--- src/scpi_status_pkg.sv ---
package scpi_status_pkg;

	// ----------------------------------------
	// widths and group count
	// ----------------------------------------
	localparam int DATA_W = 16;
	localparam int GROUPS = 7;

	typedef logic [DATA_W-1:0] word_t;

	// ----------------------------------------
	// group select codes
	// ----------------------------------------
	localparam logic [2:0] GRP_ULF = 3'h0; // upper limit fail
	localparam logic [2:0] GRP_CALOP = 3'h1; // calibrating operation
	localparam logic [2:0] GRP_DEV = 3'h2; // device group
	localparam logic [2:0] GRP_QCAL = 3'h3; // questionable calibration
	localparam logic [2:0] GRP_QPOW = 3'h4; // questionable power
	localparam logic [2:0] GRP_QUESTIONABLE_GROUP = 3'h5; // questionable summary
	localparam logic [2:0] GRP_OPERATION_GROUP = 3'h6; // operation summary

	// ----------------------------------------
	// field select codes within a group
	// ----------------------------------------
	localparam logic [2:0] FLD_CONDITION_VIEW = 3'h0; // condition view, query only
	localparam logic [2:0] FLD_EVENT = 3'h1; // event latch, read clears
	localparam logic [2:0] FLD_MASK = 3'h2; // event mask
	localparam logic [2:0] FLD_RISE = 3'h3; // rising filter
	localparam logic [2:0] FLD_FALL = 3'h4; // falling filter

	// ----------------------------------------
	// value limits and reset values
	// ----------------------------------------
	localparam word_t WRITE_KEEP = 16'h7fff; // top bit always zero
	localparam word_t RISE_RST = 16'h7fff;
	localparam word_t FALL_RST = 16'h0000;
	localparam word_t MASK_RST = 16'h0000;
	localparam word_t EVENT_RST = 16'h0000;

	// ----------------------------------------
	// bits in use per group
	// ----------------------------------------
	localparam word_t ULF_USED = 16'h0078;
	localparam word_t CALOP_USED = 16'h0006;
	localparam word_t DEV_USED = 16'h001e;
	localparam word_t QCAL_USED = 16'h0006;
	localparam word_t QPOW_USED = 16'h01fe;
	localparam word_t QUESTIONABLE_GROUP_USED = 16'h0308;
	localparam word_t OPERATION_GROUP_USED = 16'h1c21;

	// ----------------------------------------
	// field positions
	// ----------------------------------------
	localparam int ULF_LO = 3; // four window/measurement bits
	localparam int CALOP_LO = 1; // channel a, b calibrating
	localparam int DEV_PRES_LO = 1; // sensor present a, b
	localparam int DEV_ERR_LO = 3; // sensor error a, b
	localparam int QCAL_LO = 1; // zero/cal error a, b
	localparam int POW_OVL_LO = 1; // input overload ch1, ch2
	localparam int POW_ZERO_LO = 3; // zeroing needed a, b
	localparam int POW_INV_LO = 5; // invalid data / log error
	localparam int QUESTIONABLE_GROUP_POW_BIT = 3;
	localparam int QUESTIONABLE_GROUP_CAL_BIT = 8;
	localparam int QUESTIONABLE_GROUP_PST_BIT = 9;
	localparam int OPERATION_GROUP_CAL_BIT = 0;
	localparam int OPERATION_GROUP_TRIG_BIT = 5;
	localparam int OPERATION_GROUP_SENSE_BIT = 10;
	localparam int OPERATION_GROUP_LLF_BIT = 11;
	localparam int OPERATION_GROUP_ULF_BIT = 12;

	// ----------------------------------------
	// command and answer carriers
	// ----------------------------------------
	typedef struct packed {
		logic write; // 1 set, 0 query
		logic [2:0] group; // group select
		logic [2:0] field; // field select
		word_t wdata; // value already converted to binary
	} cmd_t;

	typedef struct packed {
		logic error; // command refused
		word_t rdata; // query answer
	} rsp_t;

endpackage

--- src/scpi_status_reporting.sv ---
// Operation
// RULE1: upper limit fails on bits three to six
// RULE2: written values kept to fifteen bits
// RULE3: questionable shows power, calibration, self-test
// RULE4: calibration errors of a, b on bits 1-2
// RULE5: overload and zeroing-needed flags on bits 1-4
// RULE6: invalid data or log error, bits 5-8
// RULE7: device presence and sensor errors, bits 1-4
// RULE8: condition views are query only
// RULE9: device mask gates status byte bit one
// RULE10: event read returns value, then clears
// RULE11: falling filter latches true-to-false changes
// RULE12: rising filter latches false-to-true changes
// RULE13: calibrating condition per channel on bits 1-2
// RULE14: calibrating mask gates operation bit zero
// RULE15: decimal, binary, hex writes behave alike
// RULE16: host writes six for sensor detection reports
// RULE17: filtered condition transitions set event bits
// RULE18: upper limit summary on operation bit twelve
// RULE19: summary is or of masked events
`timescale 1ns/10ps
module scpi_status_reporting
(
	input wire logic sys_clk,
	input wire logic sys_rst,
	input wire logic cmd_valid,
	input wire scpi_status_pkg::cmd_t cmd,
	output logic rsp_valid,
	output scpi_status_pkg::rsp_t rsp,
	input wire logic [3:0] upper_limit_fail,
	input wire logic [1:0] calibrating,
	input wire logic [1:0] sensor_present,
	input wire logic [1:0] sensor_error,
	input wire logic [1:0] cal_error,
	input wire logic [1:0] input_overload,
	input wire logic [1:0] zero_needed,
	input wire logic [3:0] data_invalid,
	input wire logic self_test_fail,
	input wire logic trigger_summary,
	input wire logic sense_summary,
	input wire logic lower_limit_fail_summary,
	output logic device_summary,
	output logic questionable_summary,
	output logic operation_summary
);

	// ----------------------------------------
	// per-group storage
	// ----------------------------------------
	scpi_status_pkg::word_t condition_view [scpi_status_pkg::GROUPS]; // condition views
	scpi_status_pkg::word_t raw [scpi_status_pkg::GROUPS]; // unmasked sources
	scpi_status_pkg::word_t used [scpi_status_pkg::GROUPS]; // bits in use
	scpi_status_pkg::word_t prev_q [scpi_status_pkg::GROUPS]; // last condition
	scpi_status_pkg::word_t event_q [scpi_status_pkg::GROUPS]; // event latch
	scpi_status_pkg::word_t mask_q [scpi_status_pkg::GROUPS]; // event mask
	scpi_status_pkg::word_t rise_q [scpi_status_pkg::GROUPS]; // rising filter
	scpi_status_pkg::word_t fall_q [scpi_status_pkg::GROUPS]; // falling filter
	scpi_status_pkg::word_t ev_set [scpi_status_pkg::GROUPS]; // new events
	logic [scpi_status_pkg::GROUPS-1:0] summ; // group summaries

	// ----------------------------------------
	// command decode
	// ----------------------------------------
	wire logic grp_ok = cmd.group < 3'(scpi_status_pkg::GROUPS); // known group
	wire logic fld_ok = cmd.field <= scpi_status_pkg::FLD_FALL; // known field
	// writes to condition or event are refused, not stored
	wire logic wr_ro = cmd.write &&
		(cmd.field == scpi_status_pkg::FLD_CONDITION_VIEW ||
		cmd.field == scpi_status_pkg::FLD_EVENT); // RULE8 RULE10
	wire logic cmd_err = !grp_ok || !fld_ok || wr_ro;
	wire logic cmd_do = cmd_valid && !cmd_err; // accepted command
	wire logic do_wr = cmd_do && cmd.write;
	wire logic do_rd = cmd_do && !cmd.write;
	// value arrives as plain binary; radix parsing lives upstream
	wire scpi_status_pkg::word_t wr_val =
		cmd.wdata & scpi_status_pkg::WRITE_KEEP; // RULE2 RULE15
	wire logic [2:0] gsel = grp_ok ? cmd.group : 3'h0; // safe index

	// ----------------------------------------
	// condition sources
	// ----------------------------------------
	// each group's live inputs, placed at their bit positions
	always_comb
	begin
		for (int g = 0; g < scpi_status_pkg::GROUPS; g++)
		begin
			raw[g] = '0;
		end
		raw[scpi_status_pkg::GRP_ULF][scpi_status_pkg::ULF_LO +: 4] =
			upper_limit_fail; // RULE1
		raw[scpi_status_pkg::GRP_CALOP][scpi_status_pkg::CALOP_LO +: 2] =
			calibrating; // RULE13
		raw[scpi_status_pkg::GRP_DEV][scpi_status_pkg::DEV_PRES_LO +: 2] =
			sensor_present; // RULE7
		raw[scpi_status_pkg::GRP_DEV][scpi_status_pkg::DEV_ERR_LO +: 2] =
			sensor_error; // RULE7
		raw[scpi_status_pkg::GRP_QCAL][scpi_status_pkg::QCAL_LO +: 2] =
			cal_error; // RULE4
		raw[scpi_status_pkg::GRP_QPOW][scpi_status_pkg::POW_OVL_LO +: 2] =
			input_overload; // RULE5
		raw[scpi_status_pkg::GRP_QPOW][scpi_status_pkg::POW_ZERO_LO +: 2] =
			zero_needed; // RULE5
		raw[scpi_status_pkg::GRP_QPOW][scpi_status_pkg::POW_INV_LO +: 4] =
			data_invalid; // RULE6
		// summary groups take lower summaries as conditions
		raw[scpi_status_pkg::GRP_QUESTIONABLE_GROUP][scpi_status_pkg::QUESTIONABLE_GROUP_POW_BIT] =
			summ[scpi_status_pkg::GRP_QPOW]; // RULE3
		raw[scpi_status_pkg::GRP_QUESTIONABLE_GROUP][scpi_status_pkg::QUESTIONABLE_GROUP_CAL_BIT] =
			summ[scpi_status_pkg::GRP_QCAL]; // RULE3
		raw[scpi_status_pkg::GRP_QUESTIONABLE_GROUP][scpi_status_pkg::QUESTIONABLE_GROUP_PST_BIT] =
			self_test_fail; // RULE3
		raw[scpi_status_pkg::GRP_OPERATION_GROUP][scpi_status_pkg::OPERATION_GROUP_CAL_BIT] =
			summ[scpi_status_pkg::GRP_CALOP]; // RULE14
		raw[scpi_status_pkg::GRP_OPERATION_GROUP][scpi_status_pkg::OPERATION_GROUP_TRIG_BIT] =
			trigger_summary;
		raw[scpi_status_pkg::GRP_OPERATION_GROUP][scpi_status_pkg::OPERATION_GROUP_SENSE_BIT] =
			sense_summary;
		raw[scpi_status_pkg::GRP_OPERATION_GROUP][scpi_status_pkg::OPERATION_GROUP_LLF_BIT] =
			lower_limit_fail_summary;
		raw[scpi_status_pkg::GRP_OPERATION_GROUP][scpi_status_pkg::OPERATION_GROUP_ULF_BIT] =
			summ[scpi_status_pkg::GRP_ULF]; // RULE18
	end

	// unused bits and the top bit never reach the views
	assign used[scpi_status_pkg::GRP_ULF] = scpi_status_pkg::ULF_USED;
	assign used[scpi_status_pkg::GRP_CALOP] = scpi_status_pkg::CALOP_USED;
	assign used[scpi_status_pkg::GRP_DEV] = scpi_status_pkg::DEV_USED;
	assign used[scpi_status_pkg::GRP_QCAL] = scpi_status_pkg::QCAL_USED;
	assign used[scpi_status_pkg::GRP_QPOW] = scpi_status_pkg::QPOW_USED;
	assign used[scpi_status_pkg::GRP_QUESTIONABLE_GROUP] = scpi_status_pkg::QUESTIONABLE_GROUP_USED;
	assign used[scpi_status_pkg::GRP_OPERATION_GROUP] = scpi_status_pkg::OPERATION_GROUP_USED;

	// ----------------------------------------
	// per-group filter, latch and summary
	// ----------------------------------------
	for (genvar g = 0; g < scpi_status_pkg::GROUPS; g++)
	begin : grp
		wire logic hit = cmd.group == 3'(g); // this group addressed
		wire logic wr_mask = do_wr && hit &&
			cmd.field == scpi_status_pkg::FLD_MASK;
		wire logic wr_rise = do_wr && hit &&
			cmd.field == scpi_status_pkg::FLD_RISE;
		wire logic wr_fall = do_wr && hit &&
			cmd.field == scpi_status_pkg::FLD_FALL;
		wire logic rd_clr = do_rd && hit &&
			cmd.field == scpi_status_pkg::FLD_EVENT; // RULE10

		assign condition_view[g] = raw[g] & used[g] & scpi_status_pkg::WRITE_KEEP; // RULE2
		// edges picked by the filters become events
		assign ev_set[g] = (condition_view[g] & ~prev_q[g] & rise_q[g]) | // RULE12 RULE17
			(~condition_view[g] & prev_q[g] & fall_q[g]); // RULE11 RULE17
		assign summ[g] = |(event_q[g] & mask_q[g]); // RULE19 RULE9 RULE14

		// last condition, for edge detection
		// a condition already high at release counts as a rising edge
		always_ff @(posedge sys_clk or posedge sys_rst)
		begin
			if (sys_rst)
				prev_q[g] <= '0;
			else
				prev_q[g] <= condition_view[g];
		end

		// event latch: a new event wins over a clearing read
		always_ff @(posedge sys_clk or posedge sys_rst)
		begin
			if (sys_rst)
				event_q[g] <= scpi_status_pkg::EVENT_RST;
			else
				event_q[g] <= (rd_clr ? '0 : event_q[g]) | ev_set[g]; // RULE10
		end

		// software writable mask and filters, top bit forced low
		always_ff @(posedge sys_clk or posedge sys_rst)
		begin
			if (sys_rst)
			begin
				mask_q[g] <= scpi_status_pkg::MASK_RST;
				rise_q[g] <= scpi_status_pkg::RISE_RST;
				fall_q[g] <= scpi_status_pkg::FALL_RST;
			end
			else
			begin
				if (wr_mask)
					mask_q[g] <= wr_val; // RULE2
				if (wr_rise)
					rise_q[g] <= wr_val; // RULE2
				if (wr_fall)
					fall_q[g] <= wr_val; // RULE2
			end
		end
	end

	// ----------------------------------------
	// query answer path
	// ----------------------------------------
	// selected field of the addressed group
	wire scpi_status_pkg::word_t rd_word =
		(cmd.field == scpi_status_pkg::FLD_CONDITION_VIEW) ? condition_view[gsel] :
		(cmd.field == scpi_status_pkg::FLD_EVENT) ? event_q[gsel] :
		(cmd.field == scpi_status_pkg::FLD_MASK) ? mask_q[gsel] :
		(cmd.field == scpi_status_pkg::FLD_RISE) ? rise_q[gsel] :
		fall_q[gsel];

	// answer one cycle after every command, error or not
	always_ff @(posedge sys_clk or posedge sys_rst)
	begin
		if (sys_rst)
		begin
			rsp_valid <= 1'b0;
			rsp <= '0;
		end
		else
		begin
			rsp_valid <= cmd_valid;
			if (cmd_valid)
			begin
				rsp.error <= cmd_err; // RULE8
				rsp.rdata <= do_rd ? rd_word : '0; // RULE10
			end
		end
	end

	// ----------------------------------------
	// summaries passed upward
	// ----------------------------------------
	assign device_summary = summ[scpi_status_pkg::GRP_DEV]; // RULE9
	assign questionable_summary = summ[scpi_status_pkg::GRP_QUESTIONABLE_GROUP];
	assign operation_summary = summ[scpi_status_pkg::GRP_OPERATION_GROUP];
endmodule // scpi_status_reporting

--- config.mk ---
export PLATFORM = sky130hd
export DESIGN_NAME = scpi_status_reporting
export DESIGN_NICKNAME = d
export VERILOG_FILES = /design/src/scpi_status_pkg.sv /design/src/scpi_status_reporting.sv
export SDC_FILE = /design/constraint.sdc
export NUM_CORES = 1
export LEC_CHECK = 0
export ABC_AREA = 1
export BUFFER_PORTS_ARGS = -buffer_cell sky130_fd_sc_hd__clkbuf_2
export CORE_AREA = 2 2 180 182
export DETAILED_ROUTE_END_ITERATION = 16
export DIE_AREA = 0 0 182 184
export PLACE_DENSITY = 0.88
export SETUP_SLACK_MARGIN = 0.5
export SLEW_MARGIN = 15
export SYNTH_ARGS = -nofsm -noshare
export SYNTH_HDL_FRONTEND = slang
export SYNTH_SLANG_ARGS = --single-unit
--- constraint.sdc ---
create_clock -name sys_clk -period 23.9 [get_ports sys_clk]
set_input_delay 4.78 -clock sys_clk [delete_from_list [all_inputs] [get_ports sys_clk]]
set_output_delay 4.78 -clock sys_clk [all_outputs]
set_load 0.01 [all_outputs]
==> flow_results.org <==
** Synth
- Post-Synth XOR/XNOR Area :: 0%
- Syn_nets :: 2343
- Counting flops with a built-in enable in the synthesized netlist gives 0.
- sky130_fd_sc_hd__nand2_1 is the most common cell in the netlist.
- Summing the areas of all compound-gate instances in the mapped netlist gives 14.1% of the synthesized area.
- Main area contributors after synthesis :: sky130_fd_sc_hd__dfrtp_1, sky130_fd_sc_hd__dfstp_2, sky130_fd_sc_hd__nand2_1, sky130_fd_sc_hd__nand3_1, sky130_fd_sc_hd__o21ai_1
- Summed over all instances, the cell type with the most area after synthesis is sky130_fd_sc_hd__dfrtp_1.
- Top-area cell type share of the netlist area :: 37.9%
- Combinational family with the most area after synthesis :: simple AND/OR/NAND/NOR gates
- In this run the mean area of a mapped cell was 8.16 um2.
- Most used flip-flop cell after synthesis :: sky130_fd_sc_hd__dfrtp_1
- Adder-cell share of the synthesized area :: 0%
- Total of warnings raised by yosys :: 0
- Synthesized area :: 0.0187 mm2
- Fraction of synthesis flops using an asynchronous set or reset pin :: 100%
- Gate Count Post-Synth :: 2293
- Flip-flop and latch count after synthesis :: 388
- After synthesis, the share of cell area in mux cells is 0%.
- Counting instances in the post-synthesis netlist gives the leading cell types as sky130_fd_sc_hd__nand2_1, sky130_fd_sc_hd__nand3_1, sky130_fd_sc_hd__dfrtp_1.
- Proportion of synthesized chip area in sequential cells :: 52.6%
- After synthesis, the netlist uses 41 different library cells.
- Area fraction in and, or, nand and nor cells after synthesis :: 26.8%

** Route
- Post-route ant nets :: 0
- For this run, design rule violations remaining after detail routing come to 0.
- Total Wirelength :: 57500 um
- For this block, the via count after detailed routing is 17000.
- Drt wl/cell :: 21.6 um
- Initial detailed-routing violation count :: 2667
- Dividing the detail-routed via count by the number of cells gives 6.37.
- Drt first pass iters :: 8

** Flow run
- The tool flagged a number of max-cap violations equal to 0.

** CTS
- TritonCTS buffer count :: 40
- CTS tree :: built
- Clk Latency, worst-skew pair :: 0.55 ns
- The H-tree was split into 2 levels.
- Reg clk slew, reported paths :: 0.06 ns
- After clock tree synthesis, the setup repair step added 0 buffers.
- Clock root buffer :: sky130_fd_sc_hd__clkbuf_16
- The longest clock path from root to sink contains 3 buffers.
- Num Clock Sinks :: 388
- Once the clock tree was built, the resizer swapped 0 gates to a different size.
- Hold-fix buffer count after cts :: 0

** Worst setup path
- The setup path with the least slack is of type in2reg.
- STA classifies the critical path startpoint as an input pin.
- The number of buffers and inverters on the critical path is 3.
- Data arrival time at the worst-slack endpoint :: 8.90 ns
- Element type at the critical path end :: register
- For this design, the slowest cell found on the critical path is sky130_fd_sc_hd__buf_4.
- Largest delay share family, worst path :: buffers and inverters
- Critical path required time :: 24.32 ns
- Crit Path Max Fanout :: 62
- The critical path goes through buf_4, buf_4, nand3_1, nand2_4, buf_4, nand3_1, a21oi_1, nand2_1, nand2_1, nand2_1, nand2_1, nand2_1, nand2_1, nand2_1.
- Largest incremental delay on the critical path :: around 0.76 ns
- Cell with the most instances on the worst path :: sky130_fd_sc_hd__nand2_1

** Layout
- Area delta synth->final :: 6.95%
- Number of nets at the end of the flow :: ~2300
- The post-route netlist has a little over an eighth of its cells at a drive strength greater than 1.
- The number of antenna diodes in the final layout is 0.
- Filler Cell Count :: roughly 2600

** Placed design
- Input and output buffers added on the ports amount to 68.
- Once detailed placement completed, the half-perimeter wirelength came to about 34000 um.
- Final estimated routing congestion in global placement :: 0.973

** GRT
- Across every metal layer, demand over resource in global routing totals a little over a third.
- Final global-route overflow total :: 0
- The number of antenna violations at the first check in global routing was 0.
- The via count of the first global-routing pass came to around 16000.
- Entering global routing, the biggest net connects 194 pins.
- Global-route wire length before repair :: between 80000 and 90000 um

** Timing
- Transition time at the pin with the least slew margin :: between 1 and 1.5 ns
- Dividing the final minimum period by the clock period gives 35.5%.
- Maximum clock frequency :: 118 MHz
- Post-route clock skew :: 0.0266 ns
- Subtracting the final worst setup slack from the clock period gives 8.47 ns.
- The final number of hold-violating endpoints came to 0.
- The total count of max-transition violations in the final report was 0.
- Final setup violating endpoints :: 0
- Headroom to the max-slew limit came out at 11.7%.
- Total negative slack for setup checks :: 0 ns
- Setup repair after global routing left no endpoint under its margin.

** Floorplanning
- The initial utilization of the core area, before any placement, comes to 59.6%.
- The initialized floorplan defines 65 standard-cell rows.
- The core region is 0.0314 mm2.
- The floorplan step defined a die boundary enclosing about 0.033 mm2.
- Die span in x :: 182 um
- Number of primary I/O pins :: 71
- Chip height :: 184 um

** Pwr
- Peak supply drop :: 58.2 uV
- PnR Total Power :: 1.55 mW
- Pwr/cell area :: 77.4 mW/mm2
- Leak pwr :: 8.84 nW

** Status
- The flow ran to the end, and the final reports show no timing, DRC or antenna violations.

** Min path
- The min-delay analysis places its worst path in the category reg2reg.
worst min-delay path, stage by stage, from the launching register on:
cell and delay (ns):
sky130_fd_sc_hd__dfstp_2 0.36, sky130_fd_sc_hd__nand2_1 0.05, sky130_fd_sc_hd__o21ai_1 0.05
layout make-up:
type | count | area [um2] | share of cell area, %
repair buffers | 78 | 430 | 2.15
clock inverters | 11 | 90.1 | 0.450
inverters | 66 | 255 | 1.28
clock buffers | 63 | 1210 | 6.04
flip-flops and latches | 388 | 9840 | 49.2
well taps | 402 | 503 | 2.51
multi-input cells | 1656 | 7680 | 38.4
sequential cells by signal (all words and copies together) (netlist names):
register and cells:
rsp 16, event_q 28, rise_q 105, prev_q 28, mask_q 105, fall_q 105
rsp_valid 1
stage by stage:
| step | utilization [%] | setup slack [ns] | instance area (um2) | cells | hold WS [ns] |
|---|---|---|---|---|---|
| 2_1_floorplan | - | 8.51 | 18700 | 2293 | 0.447 |
| 3_3_place_gp | 59.6 | 15.21 | 18700 | 2590 | 0.457 |
| 3_5_place_dp | 59.6 | 15.14 | 18700 | 2590 | 0.465 |
| 4_1_cts | 63.7 | 15.69 | 20000 | 2664 | 0.477 |
| 5_1_grt | 63.7 | 15.30 | 20000 | 2664 | 0.492 |
| 6_report | 63.7 | 15.43 | 20000 | 2664 | 0.475 |
power by group:
| group | internal [mW] | switching, mW |
|---|---|---|
| registers | 0.711 | 0.0357 |
| clock network | 0.359 | 0.261 |
| logic | 0.0539 | 0.128 |
cell usage in the layout, fill, tap and decap left out, types with 3 or more instances in the layout:
cell                        netlist  final
sky130_fd_sc_hd__dfrtp_1        283    283
sky130_fd_sc_hd__clkbuf_16        0     41
sky130_fd_sc_hd__nand3_1        303    303
sky130_fd_sc_hd__buf_4            4     10
sky130_fd_sc_hd__nor2_1          98     98
sky130_fd_sc_hd__a22o_1           3      3
sky130_fd_sc_hd__nand3_2         18     18
sky130_fd_sc_hd__nand2_4          0      4
sky130_fd_sc_hd__clkinv_2         0      7
sky130_fd_sc_hd__o211ai_1        24     24
sky130_fd_sc_hd__nand2_2          5      3
sky130_fd_sc_hd__clkbuf_8         0     10
sky130_fd_sc_hd__o221ai_1        11     11
sky130_fd_sc_hd__dfstp_2        105    105
sky130_fd_sc_hd__or2_2            6      6
sky130_fd_sc_hd__a21oi_1         77     77
sky130_fd_sc_hd__o21ai_0        153    153
sky130_fd_sc_hd__clkbuf_2         3     67
sky130_fd_sc_hd__inv_1           64     63
sky130_fd_sc_hd__o21ai_2         24     24
sky130_fd_sc_hd__a31oi_1         10     10
sky130_fd_sc_hd__nand3b_1         4      4
sky130_fd_sc_hd__o21ai_1        169    169
sky130_fd_sc_hd__clkbuf_1        70     12
sky130_fd_sc_hd__nand2_1        731    729
sky130_fd_sc_hd__nand4_1          3      3
logic make-up after synthesis:
family,Yosys count
AO/OA/AOI/OAI,478
AND/OR/NAND/NOR,1177
buffers and inverters,249
flip-flops,388
other,1
layer usage:
metal	GRT usage (%)	wire length, um	vias to the layer above
met1	43.8	20700	7997
met5	0	0	-
met2	53.6	25800	1192
met4	22.5	4100	0
li1	-	-	7493
met3	9.33	6910	298
final timing paths:
path / from / end / slack [ns] / cells past startpoint
max: cmd[19] / rsp[3] / 15.43 / 14
min: rise_q[30] / rise_q[30] / 0.48 / 2
max reg2reg: rise_q[82] / rsp[2] / 22.20 / 10
min reg2reg: rise_q[30] / rise_q[30] / 0.48 / 2
max in group asynchronous: sys_rst / rsp[14] / 17.89 / 3
min in group asynchronous: sys_rst / fall_q[23] / 4.35 / 2
No activity file was read; power rests on OpenSTA's default activity.
